`src/dbgsb_params.svh`:
```
`ifndef DBGSB_PARAMS_SVH
`define DBGSB_PARAMS_SVH

// ----------------------------------------
// bit positions in the status/control byte
// ----------------------------------------
`define DBGSB_BIT_PERMIT 7
`define DBGSB_BIT_ACTIVE 6
`define DBGSB_BIT_BKPT_EN 5
`define DBGSB_BIT_FTS 4
`define DBGSB_BIT_CLKSEL 3
`define DBGSB_BIT_WS 2
`define DBGSB_BIT_WSF 1
`define DBGSB_BIT_DVF 0

// ----------------------------------------
// widths and reset values
// ----------------------------------------
`define DBGSB_SCR_W 8
`define DBGSB_BKPT_W 16
`define DBGSB_SCR_CTRL_RESET 8'h00
`define DBGSB_BKPT_RESET 16'h0000
`define DBGSB_CMD_W 8

// ----------------------------------------
// command codes seen by this block
// ----------------------------------------
`define DBGSB_CMD_READ_STATUS 8'hE4
`define DBGSB_CMD_WRITE_CONTROL 8'hC4
`define DBGSB_CMD_BREAKPOINT_READ_COMMAND 8'hE2
`define DBGSB_CMD_BREAKPOINT_WRITE_COMMAND 8'hC2
`define DBGSB_CMD_BACKGROUND 8'h90

`endif

```
`src/dbgsb_pkg.sv`:
```
package dbgsb_pkg;
   // ----------------------------------------
   // run state of the processor as seen by the debug logic
   // ----------------------------------------
   typedef enum logic [1:0] {
      DBGSB_RUN,
      DBGSB_LOWPWR,
      DBGSB_BACKGROUND
   } dbgsb_cpu_state_type;
endpackage

```
`src/debug_status_breakpoint_regs.sv`:
```
// Contract
// - registers reachable only by serial debug commands
// - control byte 8 bits, match 16 bits
// - permit ignores writes while background active
// - four status flags are read-only
// - clock select writable at any time except in wait/stop
// - bit 7 permits background, reset clears
// - bit 6 shows background active
// - breakpoint enable gates the comparator and the pending force; a tag reaching the queue end still enters background
// - force select: match forces background at boundary
// - tag select: tagged opcode enters background
// - bit 3 selects clock, defaults alternate
// - bit 2 shows wait/stop or woken state
// - low power blocks commands except background and status read
// - bit 1 flags access failed by wait/stop
// - no slow-access conflict ever reported
// - breakpoint enable resets to zero
// - match register only via breakpoint commands
// - serial data most significant bit first
`include "dbgsb_params.svh"

module debug_status_breakpoint_regs
   import dbgsb_pkg::*;
(
   input wire logic clk_sys,
   input wire logic reset,
   input wire logic cmd_valid,
   input wire logic [`DBGSB_CMD_W-1:0] cmd_code,
   input wire logic [`DBGSB_BKPT_W-1:0] cmd_wdata,
   input wire logic cpu_wait_stop,
   input wire logic cpu_mem_fail,
   input wire logic cpu_instr_boundary,
   input wire logic cpu_go,
   input wire logic [`DBGSB_BKPT_W-1:0] cpu_address,
   input wire logic cpu_access,
   input wire logic cpu_opcode_fetch,
   input wire logic cpu_tag_at_queue_end,
   output logic [`DBGSB_BKPT_W-1:0] rdata,
   output logic rdata_valid,
   output logic cmd_accepted,
   output logic background_active_flag,
   output logic debug_clock_select,
   output logic enter_background,
   output logic tag_request
);

   // ----------------------------------------
   // state
   // ----------------------------------------
   logic background_permit_reg;
   logic breakpoint_enable_reg;
   logic force_tag_select_reg;
   logic debug_clock_select_reg;
   logic wait_stop_failure_reg;
   logic woke_from_lowpwr_reg;
   logic force_pending_reg;
   logic [`DBGSB_BKPT_W-1:0] debug_breakpoint_address_reg;
   dbgsb_cpu_state_type cpu_state_reg;
   dbgsb_cpu_state_type cpu_state_next;
   logic force_hit;
   logic tag_hit;
   logic is_active;
   logic is_lowpwr;
   logic wr_ctrl;
   logic wr_bkpt;
   logic rd_status;
   logic rd_bkpt;
   logic bg_cmd;
   logic bg_enter;
   logic [`DBGSB_SCR_W-1:0] status_byte;

   // ----------------------------------------
   // command decode
   // ----------------------------------------
   function automatic logic cmd_is(input logic [`DBGSB_CMD_W-1:0] code,
                                   input logic [`DBGSB_CMD_W-1:0] want);
      cmd_is = cmd_valid && (code == want);
   endfunction

   assign is_active = (cpu_state_reg == DBGSB_BACKGROUND);
   assign is_lowpwr = (cpu_state_reg == DBGSB_LOWPWR);
   // codes arrive whole, already shifted in msb first upstream
   // only the background and status read commands act while in wait or stop
   assign bg_cmd = cmd_is(cmd_code, `DBGSB_CMD_BACKGROUND);
   assign wr_ctrl = cmd_is(cmd_code, `DBGSB_CMD_WRITE_CONTROL) && !is_lowpwr;
   assign wr_bkpt = cmd_is(cmd_code, `DBGSB_CMD_BREAKPOINT_WRITE_COMMAND) && !is_lowpwr;
   assign rd_status = cmd_is(cmd_code, `DBGSB_CMD_READ_STATUS);
   assign rd_bkpt = cmd_is(cmd_code, `DBGSB_CMD_BREAKPOINT_READ_COMMAND) && !is_lowpwr;
   assign bg_enter = background_permit_reg && !is_active &&
                     (bg_cmd || (force_pending_reg && cpu_instr_boundary) ||
                      cpu_tag_at_queue_end);

   // ----------------------------------------
   // breakpoint comparator
   // ----------------------------------------
   dbgsb_bkpt_match u_match (
      .clk_sys(clk_sys),
      .reset(reset),
      .bkpt_enable(breakpoint_enable_reg),
      .force_tag_select(force_tag_select_reg),
      .match_address(debug_breakpoint_address_reg),
      .cpu_address(cpu_address),
      .cpu_access(cpu_access),
      .cpu_opcode_fetch(cpu_opcode_fetch),
      .force_request(force_hit),
      .tag_request(tag_hit)
   );

   // forced hit waits for the next instruction boundary
   always_ff @(posedge clk_sys) begin
      if (reset) begin
         force_pending_reg <= 1'b0;
      end else if (bg_enter || !breakpoint_enable_reg) begin
         force_pending_reg <= 1'b0;
      end else if (force_hit) begin
         force_pending_reg <= 1'b1;
      end
   end

   // ----------------------------------------
   // control bits
   // ----------------------------------------
   // permit bit, frozen while background is active so it cannot be withdrawn
   always_ff @(posedge clk_sys) begin
      if (reset) begin
         background_permit_reg <= 1'b0;
      end else if (wr_ctrl && !is_active) begin
         background_permit_reg <= cmd_wdata[`DBGSB_BIT_PERMIT];
      end
   end

   // breakpoint and clock controls, written whenever a control write is taken
   always_ff @(posedge clk_sys) begin
      if (reset) begin
         breakpoint_enable_reg <= 1'b0;
         force_tag_select_reg <= 1'b0;
         debug_clock_select_reg <= 1'b0;
      end else if (wr_ctrl) begin
         breakpoint_enable_reg <= cmd_wdata[`DBGSB_BIT_BKPT_EN];
         force_tag_select_reg <= cmd_wdata[`DBGSB_BIT_FTS];
         debug_clock_select_reg <= cmd_wdata[`DBGSB_BIT_CLKSEL];
      end
   end

   // match register only written by its own command
   always_ff @(posedge clk_sys) begin
      if (reset) begin
         debug_breakpoint_address_reg <= `DBGSB_BKPT_RESET;
      end else if (wr_bkpt) begin
         debug_breakpoint_address_reg <= cmd_wdata;
      end
   end

   // ----------------------------------------
   // processor run state
   // ----------------------------------------
   always_comb begin
      cpu_state_next = cpu_state_reg;
      case (cpu_state_reg)
         DBGSB_RUN: begin
            if (bg_enter) begin
               cpu_state_next = DBGSB_BACKGROUND;
            end else if (cpu_wait_stop) begin
               cpu_state_next = DBGSB_LOWPWR;
            end
         end
         DBGSB_LOWPWR: begin
            if (bg_enter) begin
               cpu_state_next = DBGSB_BACKGROUND;
            end else if (!cpu_wait_stop) begin
               cpu_state_next = DBGSB_RUN;
            end
         end
         DBGSB_BACKGROUND: begin
            if (cpu_go) begin
               cpu_state_next = DBGSB_RUN;
            end
         end
         default: begin
            cpu_state_next = DBGSB_RUN;
         end
      endcase
   end

   always_ff @(posedge clk_sys) begin
      if (reset) begin
         cpu_state_reg <= DBGSB_RUN;
      end else begin
         cpu_state_reg <= cpu_state_next;
      end
   end

   // remembers that background was reached from wait or stop
   always_ff @(posedge clk_sys) begin
      if (reset) begin
         woke_from_lowpwr_reg <= 1'b0;
      end else if (is_lowpwr && bg_enter) begin
         woke_from_lowpwr_reg <= 1'b1;
      end else if (cpu_state_next == DBGSB_RUN) begin
         woke_from_lowpwr_reg <= 1'b0;
      end
   end

   // ----------------------------------------
   // failure flag, hardware set wins over clear
   // ----------------------------------------
   always_ff @(posedge clk_sys) begin
      if (reset) begin
         wait_stop_failure_reg <= 1'b0;
      end else if (cpu_mem_fail) begin
         wait_stop_failure_reg <= 1'b1;
      end else if (bg_enter) begin
         wait_stop_failure_reg <= 1'b0;
      end
   end

   // ----------------------------------------
   // status byte assembly
   // ----------------------------------------
   always_comb begin
      status_byte = `DBGSB_SCR_CTRL_RESET;
      status_byte[`DBGSB_BIT_PERMIT] = background_permit_reg;
      status_byte[`DBGSB_BIT_ACTIVE] = is_active;
      status_byte[`DBGSB_BIT_BKPT_EN] = breakpoint_enable_reg;
      status_byte[`DBGSB_BIT_FTS] = force_tag_select_reg;
      status_byte[`DBGSB_BIT_CLKSEL] = debug_clock_select_reg;
      status_byte[`DBGSB_BIT_WS] = is_lowpwr || (is_active && woke_from_lowpwr_reg);
      status_byte[`DBGSB_BIT_WSF] = wait_stop_failure_reg;
      status_byte[`DBGSB_BIT_DVF] = 1'b0;
   end

   // ----------------------------------------
   // read answers and outputs
   // ----------------------------------------
   // one-cycle strobe that fresh read data stands on rdata
   always_ff @(posedge clk_sys) begin
      if (reset) begin
         rdata_valid <= 1'b0;
      end else begin
         rdata_valid <= rd_status || rd_bkpt;
      end
   end

   // read data holds until the next read command
   always_ff @(posedge clk_sys) begin
      if (reset) begin
         rdata <= `DBGSB_BKPT_RESET;
      end else if (rd_status) begin
         rdata <= {{(`DBGSB_BKPT_W-`DBGSB_SCR_W){1'b0}}, status_byte};
      end else if (rd_bkpt) begin
         rdata <= debug_breakpoint_address_reg;
      end
   end

   // acknowledge of every command not refused in wait/stop, background command acknowledged even when no entry follows
   always_ff @(posedge clk_sys) begin
      if (reset) begin
         cmd_accepted <= 1'b0;
      end else begin
         cmd_accepted <= wr_ctrl || wr_bkpt || rd_status || rd_bkpt || bg_cmd;
      end
   end

   // active flag follows the run state of this very edge
   always_ff @(posedge clk_sys) begin
      if (reset) begin
         background_active_flag <= 1'b0;
      end else begin
         background_active_flag <= (cpu_state_next == DBGSB_BACKGROUND);
      end
   end

   // clock select copy for the serial clock mux
   always_ff @(posedge clk_sys) begin
      if (reset) begin
         debug_clock_select <= 1'b0;
      end else begin
         debug_clock_select <= debug_clock_select_reg;
      end
   end

   // request to the core to stop and enter background
   always_ff @(posedge clk_sys) begin
      if (reset) begin
         enter_background <= 1'b0;
      end else begin
         enter_background <= bg_enter;
      end
   end

   // tag for the fetched opcode, travels with it down the queue
   always_ff @(posedge clk_sys) begin
      if (reset) begin
         tag_request <= 1'b0;
      end else begin
         tag_request <= tag_hit;
      end
   end

endmodule

```
`src/dbgsb_bkpt_match.sv`:
```
`include "dbgsb_params.svh"

module dbgsb_bkpt_match
   import dbgsb_pkg::*;
(
   input wire logic clk_sys,
   input wire logic reset,
   input wire logic bkpt_enable,
   input wire logic force_tag_select,
   input wire logic [`DBGSB_BKPT_W-1:0] match_address,
   input wire logic [`DBGSB_BKPT_W-1:0] cpu_address,
   input wire logic cpu_access,
   input wire logic cpu_opcode_fetch,
   output logic force_request,
   output logic tag_request
);

   // ----------------------------------------
   // address comparator
   // ----------------------------------------
   logic hit;
   assign hit = bkpt_enable && cpu_access && (cpu_address == match_address);

   // forced request on any matching access, tag only on opcode fetch
   always_ff @(posedge clk_sys) begin
      if (reset) begin
         force_request <= 1'b0;
         tag_request <= 1'b0;
      end else begin
         force_request <= hit && force_tag_select;
         tag_request <= hit && !force_tag_select && cpu_opcode_fetch;
      end
   end

endmodule

```
`config.mk`:
```
export PLATFORM = sky130hd
export DESIGN_NAME = debug_status_breakpoint_regs
export DESIGN_NICKNAME = d
export VERILOG_FILES = /design/src/dbgsb_pkg.sv /design/src/debug_status_breakpoint_regs.sv /design/src/dbgsb_bkpt_match.sv
export VERILOG_INCLUDE_DIRS = /design/src
export SDC_FILE = /design/constraint.sdc
export NUM_CORES = 1
export LEC_CHECK = 0
export CORE_MARGIN = 2
export CORE_UTILIZATION = 40
export CTS_CLUSTER_SIZE = 14
export DETAILED_ROUTE_END_ITERATION = 6
export DONT_BUFFER_PORTS = 1
export GPL_TIMING_DRIVEN = 0
export PLACE_DENSITY_LB_ADDON = 0.05
export SYNTH_ARGS = -nofsm -noshare
export SYNTH_HDL_FRONTEND = slang
export SYNTH_SLANG_ARGS = --single-unit
```
`constraint.sdc`:
```
create_clock -name clk_sys -period 3 [get_ports clk_sys]
set_input_delay 0.9 -clock clk_sys [delete_from_list [all_inputs] [get_ports clk_sys]]
set_output_delay 0.9 -clock clk_sys [all_outputs]
set_load 0.005 [all_outputs]
```
# After elaboration in Yosys (flattened, before gate mapping)

Cells that the tools add are included.

Equal/unequal tests: 9
Reductions and logical operators: 39
Mux-type cells: 12

Operators by type and width:

| operator             | number |
|---|---|
| $eq A8 B8 Y1 const B | 5 |
| $logic_and A1 B1 Y1  | 19 |
| $eq A16 B16 Y1       | 1 |
| $mux W8              | 2 |
| $mux W2              | 5 |
| $logic_or A1 B1 Y1   | 9 |
| $pmux W2 S3          | 1 |
| $reduce_bool A2 Y1   | 3 |
| $eq A2 B2 Y1 const B | 2 |
| $logic_not A1 Y1     | 4 |
| $logic_not A2 Y1     | 2 |
| $mux W1              | 4 |
| $reduce_or A2 Y1     | 2 |
| $eq A2 B1 Y1 const B | 1 |

Output and inout port bits: 22
Bits in registers: 49

# Longest topological paths before layout

Depth in word-level cells: 10
Mapped depth: 6

# Cells and area by module

From an unflattened synthesis, not the netlist that was laid out.

Cells, all modules: 239
Area total of the unflattened synthesis: 2,048.2 µm²

Modules (own cells, without submodules):

| module                       | instances | cells an instance | area an instance (µm²) | seq. area each (µm²) |
|---|---|---|---|---|
| debug_status_breakpoint_regs | 1         | 213               | 1,811.7                | 940.9 |
| dbgsb_bkpt_match             | 1         | 26                | 236.5                  | 40.0 |

# Worst setup path before layout

OpenSTA, ideal clock, no wires.

Path type: input -> register
From: input cmd_code[1]
To: register rdata[2]
Path slack: 0.983 ns
Setup time: 0.129 ns
Data required time: 2.871 ns
Arrival time: 1.889 ns
Path buffers: 1
Cell stages on the path: 5
Cells stage by stage: nor4b_4 > and2_2 > buf_2 > o21a_1 > o22ai_1

Word-level cells in the longest chain between the ends: 4
Elaborated cells on any way between the ends: 7
Those cells by class: eq/ne (2); mux (1); reduce/logical (4)

Ends and longest elaborated chain:

| what                         | RTL line                            | source |
|---|---|---|
| start: declaration           | debug_status_breakpoint_regs.sv:28  | `` input wire logic [`DBGSB_CMD_W-1:0] cmd_code, `` |
| $eq A8 B8 Y1                 | debug_status_breakpoint_regs.sv:77  | `cmd_is = cmd_valid && (code == want);` |
| $logic_and A1 B1 Y1          | debug_status_breakpoint_regs.sv:77  |  |
| $logic_and A1 B1 Y1          | debug_status_breakpoint_regs.sv:88  | `` assign rd_bkpt = cmd_is(cmd_code, `DBGSB_CMD_BREAKPOINT_READ_COMMAND) && !is_lowpwr; `` |
| $reduce_bool A2 Y1 (no line) | -                                   |  |
| end signal: assignment       | debug_status_breakpoint_regs.sv:247 | `` rdata <= `DBGSB_BKPT_RESET; `` |
| end signal: assignment       | debug_status_breakpoint_regs.sv:249 | `` rdata <= {{(`DBGSB_BKPT_W-`DBGSB_SCR_W){1'b0}}, status_byte}; `` |
| end signal: assignment       | debug_status_breakpoint_regs.sv:251 | `rdata <= debug_breakpoint_address_reg;` |
| end: declaration             | debug_status_breakpoint_regs.sv:38  | `` output logic [`DBGSB_BKPT_W-1:0] rdata, `` |

Several ways; a longest one is shown, not always the timed one.
A chain may end at the register's enable or synchronous reset.

# Final worst setup path

From: input cmd_code[1]
To: register rdata[9]

Word-level cells in the longest chain between the ends: 3
Elaborated cells on any way between the ends: 6
Those cells by class: eq/ne (2); reduce/logical (4)

Ends and longest elaborated chain:

| what                                                              | RTL line |
|---|---|
| $eq A8 B8 Y1                                                      | debug_status_breakpoint_regs.sv:77 |
| $logic_and A1 B1 Y1                                               | debug_status_breakpoint_regs.sv:77 |
| $reduce_or A2 Y1 (no line) or $logic_and A1 B1 Y1 (tied branches) | - |

Several ways; a longest one is shown, not always the timed one.

==> impl_summary.txt <==
----------------------------------------------------
[Layout]
  Most frequent cells in the layout ... dfxtp_1 (49), nor2_1 (22), mux2i_1 (20)
  Most common cell after layout, fill and taps aside ... dfxtp_1
  Share of layout cells above drive strength 1 ... 0.0890
  Diode count ... 0
  Net count reported at finish ... between 200 and 300
  Area Growth Syn to Fin ... 8.21%
  Count of fill cells added during filler insertion ... about 540

[Clock tree]
  Clock Path Buffers ... 2
  Clk Tree Root Cell ... clkbuf_8
  Number of setup buffers added after CTS ... 0
  Clock transition at the register clock pins on the worst setup and hold paths after CTS ... around 0.090 ns
  CTS buffer count ... 5
  Skew-Pair Late Insertion Delay ... about 0.30 ns
  Number of clock sinks ... between 40 and 50
  Cts-stage hold buffer count ... 0
  Post-CTS resize count ... 0
  TritonCTS clock tree ... done
  H-tree depth reported by CTS ... 2

[Pwr]
  Internal power consumption ... 0.000834 W
  Switching share of power ... 0.230
  Flop pwr share ... 0.604
  Share of power burned in combinational logic ... 0.043
  Clock share of power ... 0.354
  NetSw ... about 0.00025 W
  Pleak ... roughly 0.96 nW
  Peak ir drop on the vdd network ... 0.254 mV
  Pwr dens ... roughly 470 nW/um^2

[Yosys]
  Synth Net Count ... 278
  Warnings, synthesis ... 0
  Area share of the largest cell type after synthesis ... 0.460
  Cell area after technology mapping ... between 2000 and 2500 sq um
  Flop and latch count out of synthesis ... 49
  Part of the Yosys area used for sequential elements ... 0.460
  Dominant cells by area after synthesis ... dfxtp_1 (46%), mux2i_1 (9.4%), xor2_1 (4.9%), nor2_1 (3.9%), nand3_1 (3.3%)
  Average size of a mapped cell ... 9.36 sq um
  Post-synthesis cell count ... 228
  Netlist cell types ... just over 40
  Library cell with the largest summed area after synthesis ... dfxtp_1

[Setup path]
  Type of the worst setup path ... input port to flop
  Count of buffer and inverter cells on the critical path ... 0
  Worst Path Max Fanout ... 9
  Sequence of cells on the critical path ... nor4b_4, nand3_1, nand2_1, a21oi_1
  Worst Path Arrival ... approximately 2.2 ns
  Delay of the slowest critical-path stage ... 0.41 ns
  Cell family with the largest share of critical-path delay ... simple AND/OR/NAND/NOR gates
  Crit path capture type ... flop
  Library cell contributing the largest single delay on the critical path ... nor4b_4
  Data required time of the worst path ... between 3 and 4 ns
  CP startpoint kind ... input port

[Global route]
  Largest net degree at the start of global routing ... 16
  Antenna violations before repair ... 0
  Wire length of the first global-routing pass ... roughly 8700 microns
  Number of global-route vias before repair ... 1,696
  Overall Global Routing Usage ... 0.188
  Remaining global-route overflow ... 0

[Floorplan]
  Placeable Area ... approximately 5000 sq um
  Io pins ... about 70
  Floorplan die area ... 5940 sq um
  Die Ht ... ~77 microns
  Effective utilization at floorplan ... 0.415
  Num rows ... 26
  Die span in x ... 77.1 microns

[Place]
  Pre-CTS WS ... around 0.69 ns
  Number of input and output port buffers inserted ... 0
  Weighted congestion reported at the end of routability-driven placement ... between 0.8 and 0.9
  Final HPWL DP ... 4260 microns

[Timing]
  Rel. slew slack ... 0.646
  Final setup TNS ... 0 ns
  Pin slew with the least headroom to its limit ... ~0.53 ns
  RSZ-0062 raised after global routing ... no
  Fmax ... 505 MHz
  Number of hold violations in the final report ... 0
  Final setup skew ... about 0.0061 ns
  Clock period minus final worst setup slack ... slightly below 2 ns
  Crit share post-route ... 0.660
  Total of endpoints with negative setup slack in the final report ... 0
  Number of pins exceeding their max-slew limit in the final report ... 0
  Worst-case setup margin in the final layout ... 1.02 ns

[Route]
  Router iterations before antenna repair ... 4
  DRC violation count after routing ... 0
  Routed wire per std cell ... 18.2 microns
  Detailed Route Iter0 Violations ... around 70
  Via density ... 5.58
  Antenna-violating nets left ... 0
  Detailed-route via count ... ~1,700
  Total Wirelength ... ~5600 microns

[Run]
  Max-cap violations ... 0

[Worst hold path]
  Type of the most critical hold path ... flop to flop

[Status]
  Run status ... finished clean

----------------------------------------------------
==> layer usage <==
metal / routed length, microns / GRT usage
met5: 0 / 0
met4: 55 / 0.0464
met3: 611 / 0.0624
met2: 2510 / 0.290
met1: 2390 / 0.255
==> worst paths after layout <==
check / start / cells after the start / endpoint / slack [ns]
setup / recovery: cmd_code[1] / 4 / rdata[9] / 1.02
hold / removal: u_match.tag_request / 1 / tag_request / 0.46
setup reg to reg: cpu_state_reg[1] / 6 / rdata[9] / 1.32
hold reg to reg: u_match.tag_request / 1 / tag_request / 0.46
==> power groups by stage <==
stage / Clock (W) / Combinational [W] / Sequential, W
2_1_floorplan: 0 / 0.0000344 / 0.000668
3_3_place_gp: 0 / 0.0000451 / 0.000669
3_5_place_dp: 0 / 0.0000461 / 0.000669
4_1_cts: 0.000394 / 0.0000464 / 0.000653
5_1_grt: 0.000423 / 0.0000514 / 0.000654
6_report: 0.000383 / 0.0000462 / 0.000653
==> synth_stat cells (all sizes together) <==
master   count
and2         1
a311oi       2
nor3b        2
nand3b       1
xnor2        4
clkbuf       4
a21oi       13
a21o         1
nor3         3
and4bb       1
nand4        5
a41oi        1
nand2       15
o32ai        4
nor4b        3
inv         11
o22ai        1
dfxtp       49
nor2b        5
a31oi        1
a2bb2oi      1
and4b        1
mux2i       20
nand3       14
a22oi        4
o41ai        1
and4         1
xor2        12
nand2b       3
nor2        22
and3         1
or4          1
o21a         1
o211ai       2
buf          8
o21ai        5
nor4         4
==> kinds of logic (layout without fill, tap and decap cells) <==
logic type | after synthesis | after routing | synth area share
buffers and inverters | 23 | 31 | 0.0498
xor gates and xnor gates | 16 | 16 | 0.0656
muxes | 20 | 20 | 0.0938
and+or+nand+nor | 83 | 83 | 0.215
AOI/OAI and AO/OA | 37 | 37 | 0.116
DFF | 49 | 49 | 0.460
==> area by class of cell <==
| type | instances | area [sq um] | area share |
|---|---|---|---|
| Buffer | 12 | 65.1 | 0.0282 |
| Clock buffer | 6 | 72.6 | 0.0314 |
| Clock inverter | 2 | 15.0 | 0.00650 |
| Inverter | 11 | 41.3 | 0.0179 |
| Multi-Input combinational cell | 156 | 1050 | 0.453 |
| Sequential cell | 49 | 981 | 0.425 |
| Tap cell | 70 | 87.6 | 0.0379 |
==> through the flow <==
step	hold WS [ns]	utilization	instances	power, W	instance area [sq um]
3_5_place_dp	0.445	0.432	298	0.000715	2220
2_1_floorplan	0.414	-	228	0.000702	2130
3_3_place_gp	0.446	0.432	298	0.000714	2220
6_report	0.458	0.449	306	0.00108	2310
4_1_cts	0.462	0.449	306	0.00109	2310
5_1_grt	0.476	0.449	306	0.00113	2310
No activity file was read; power rests on OpenSTA's default activity.
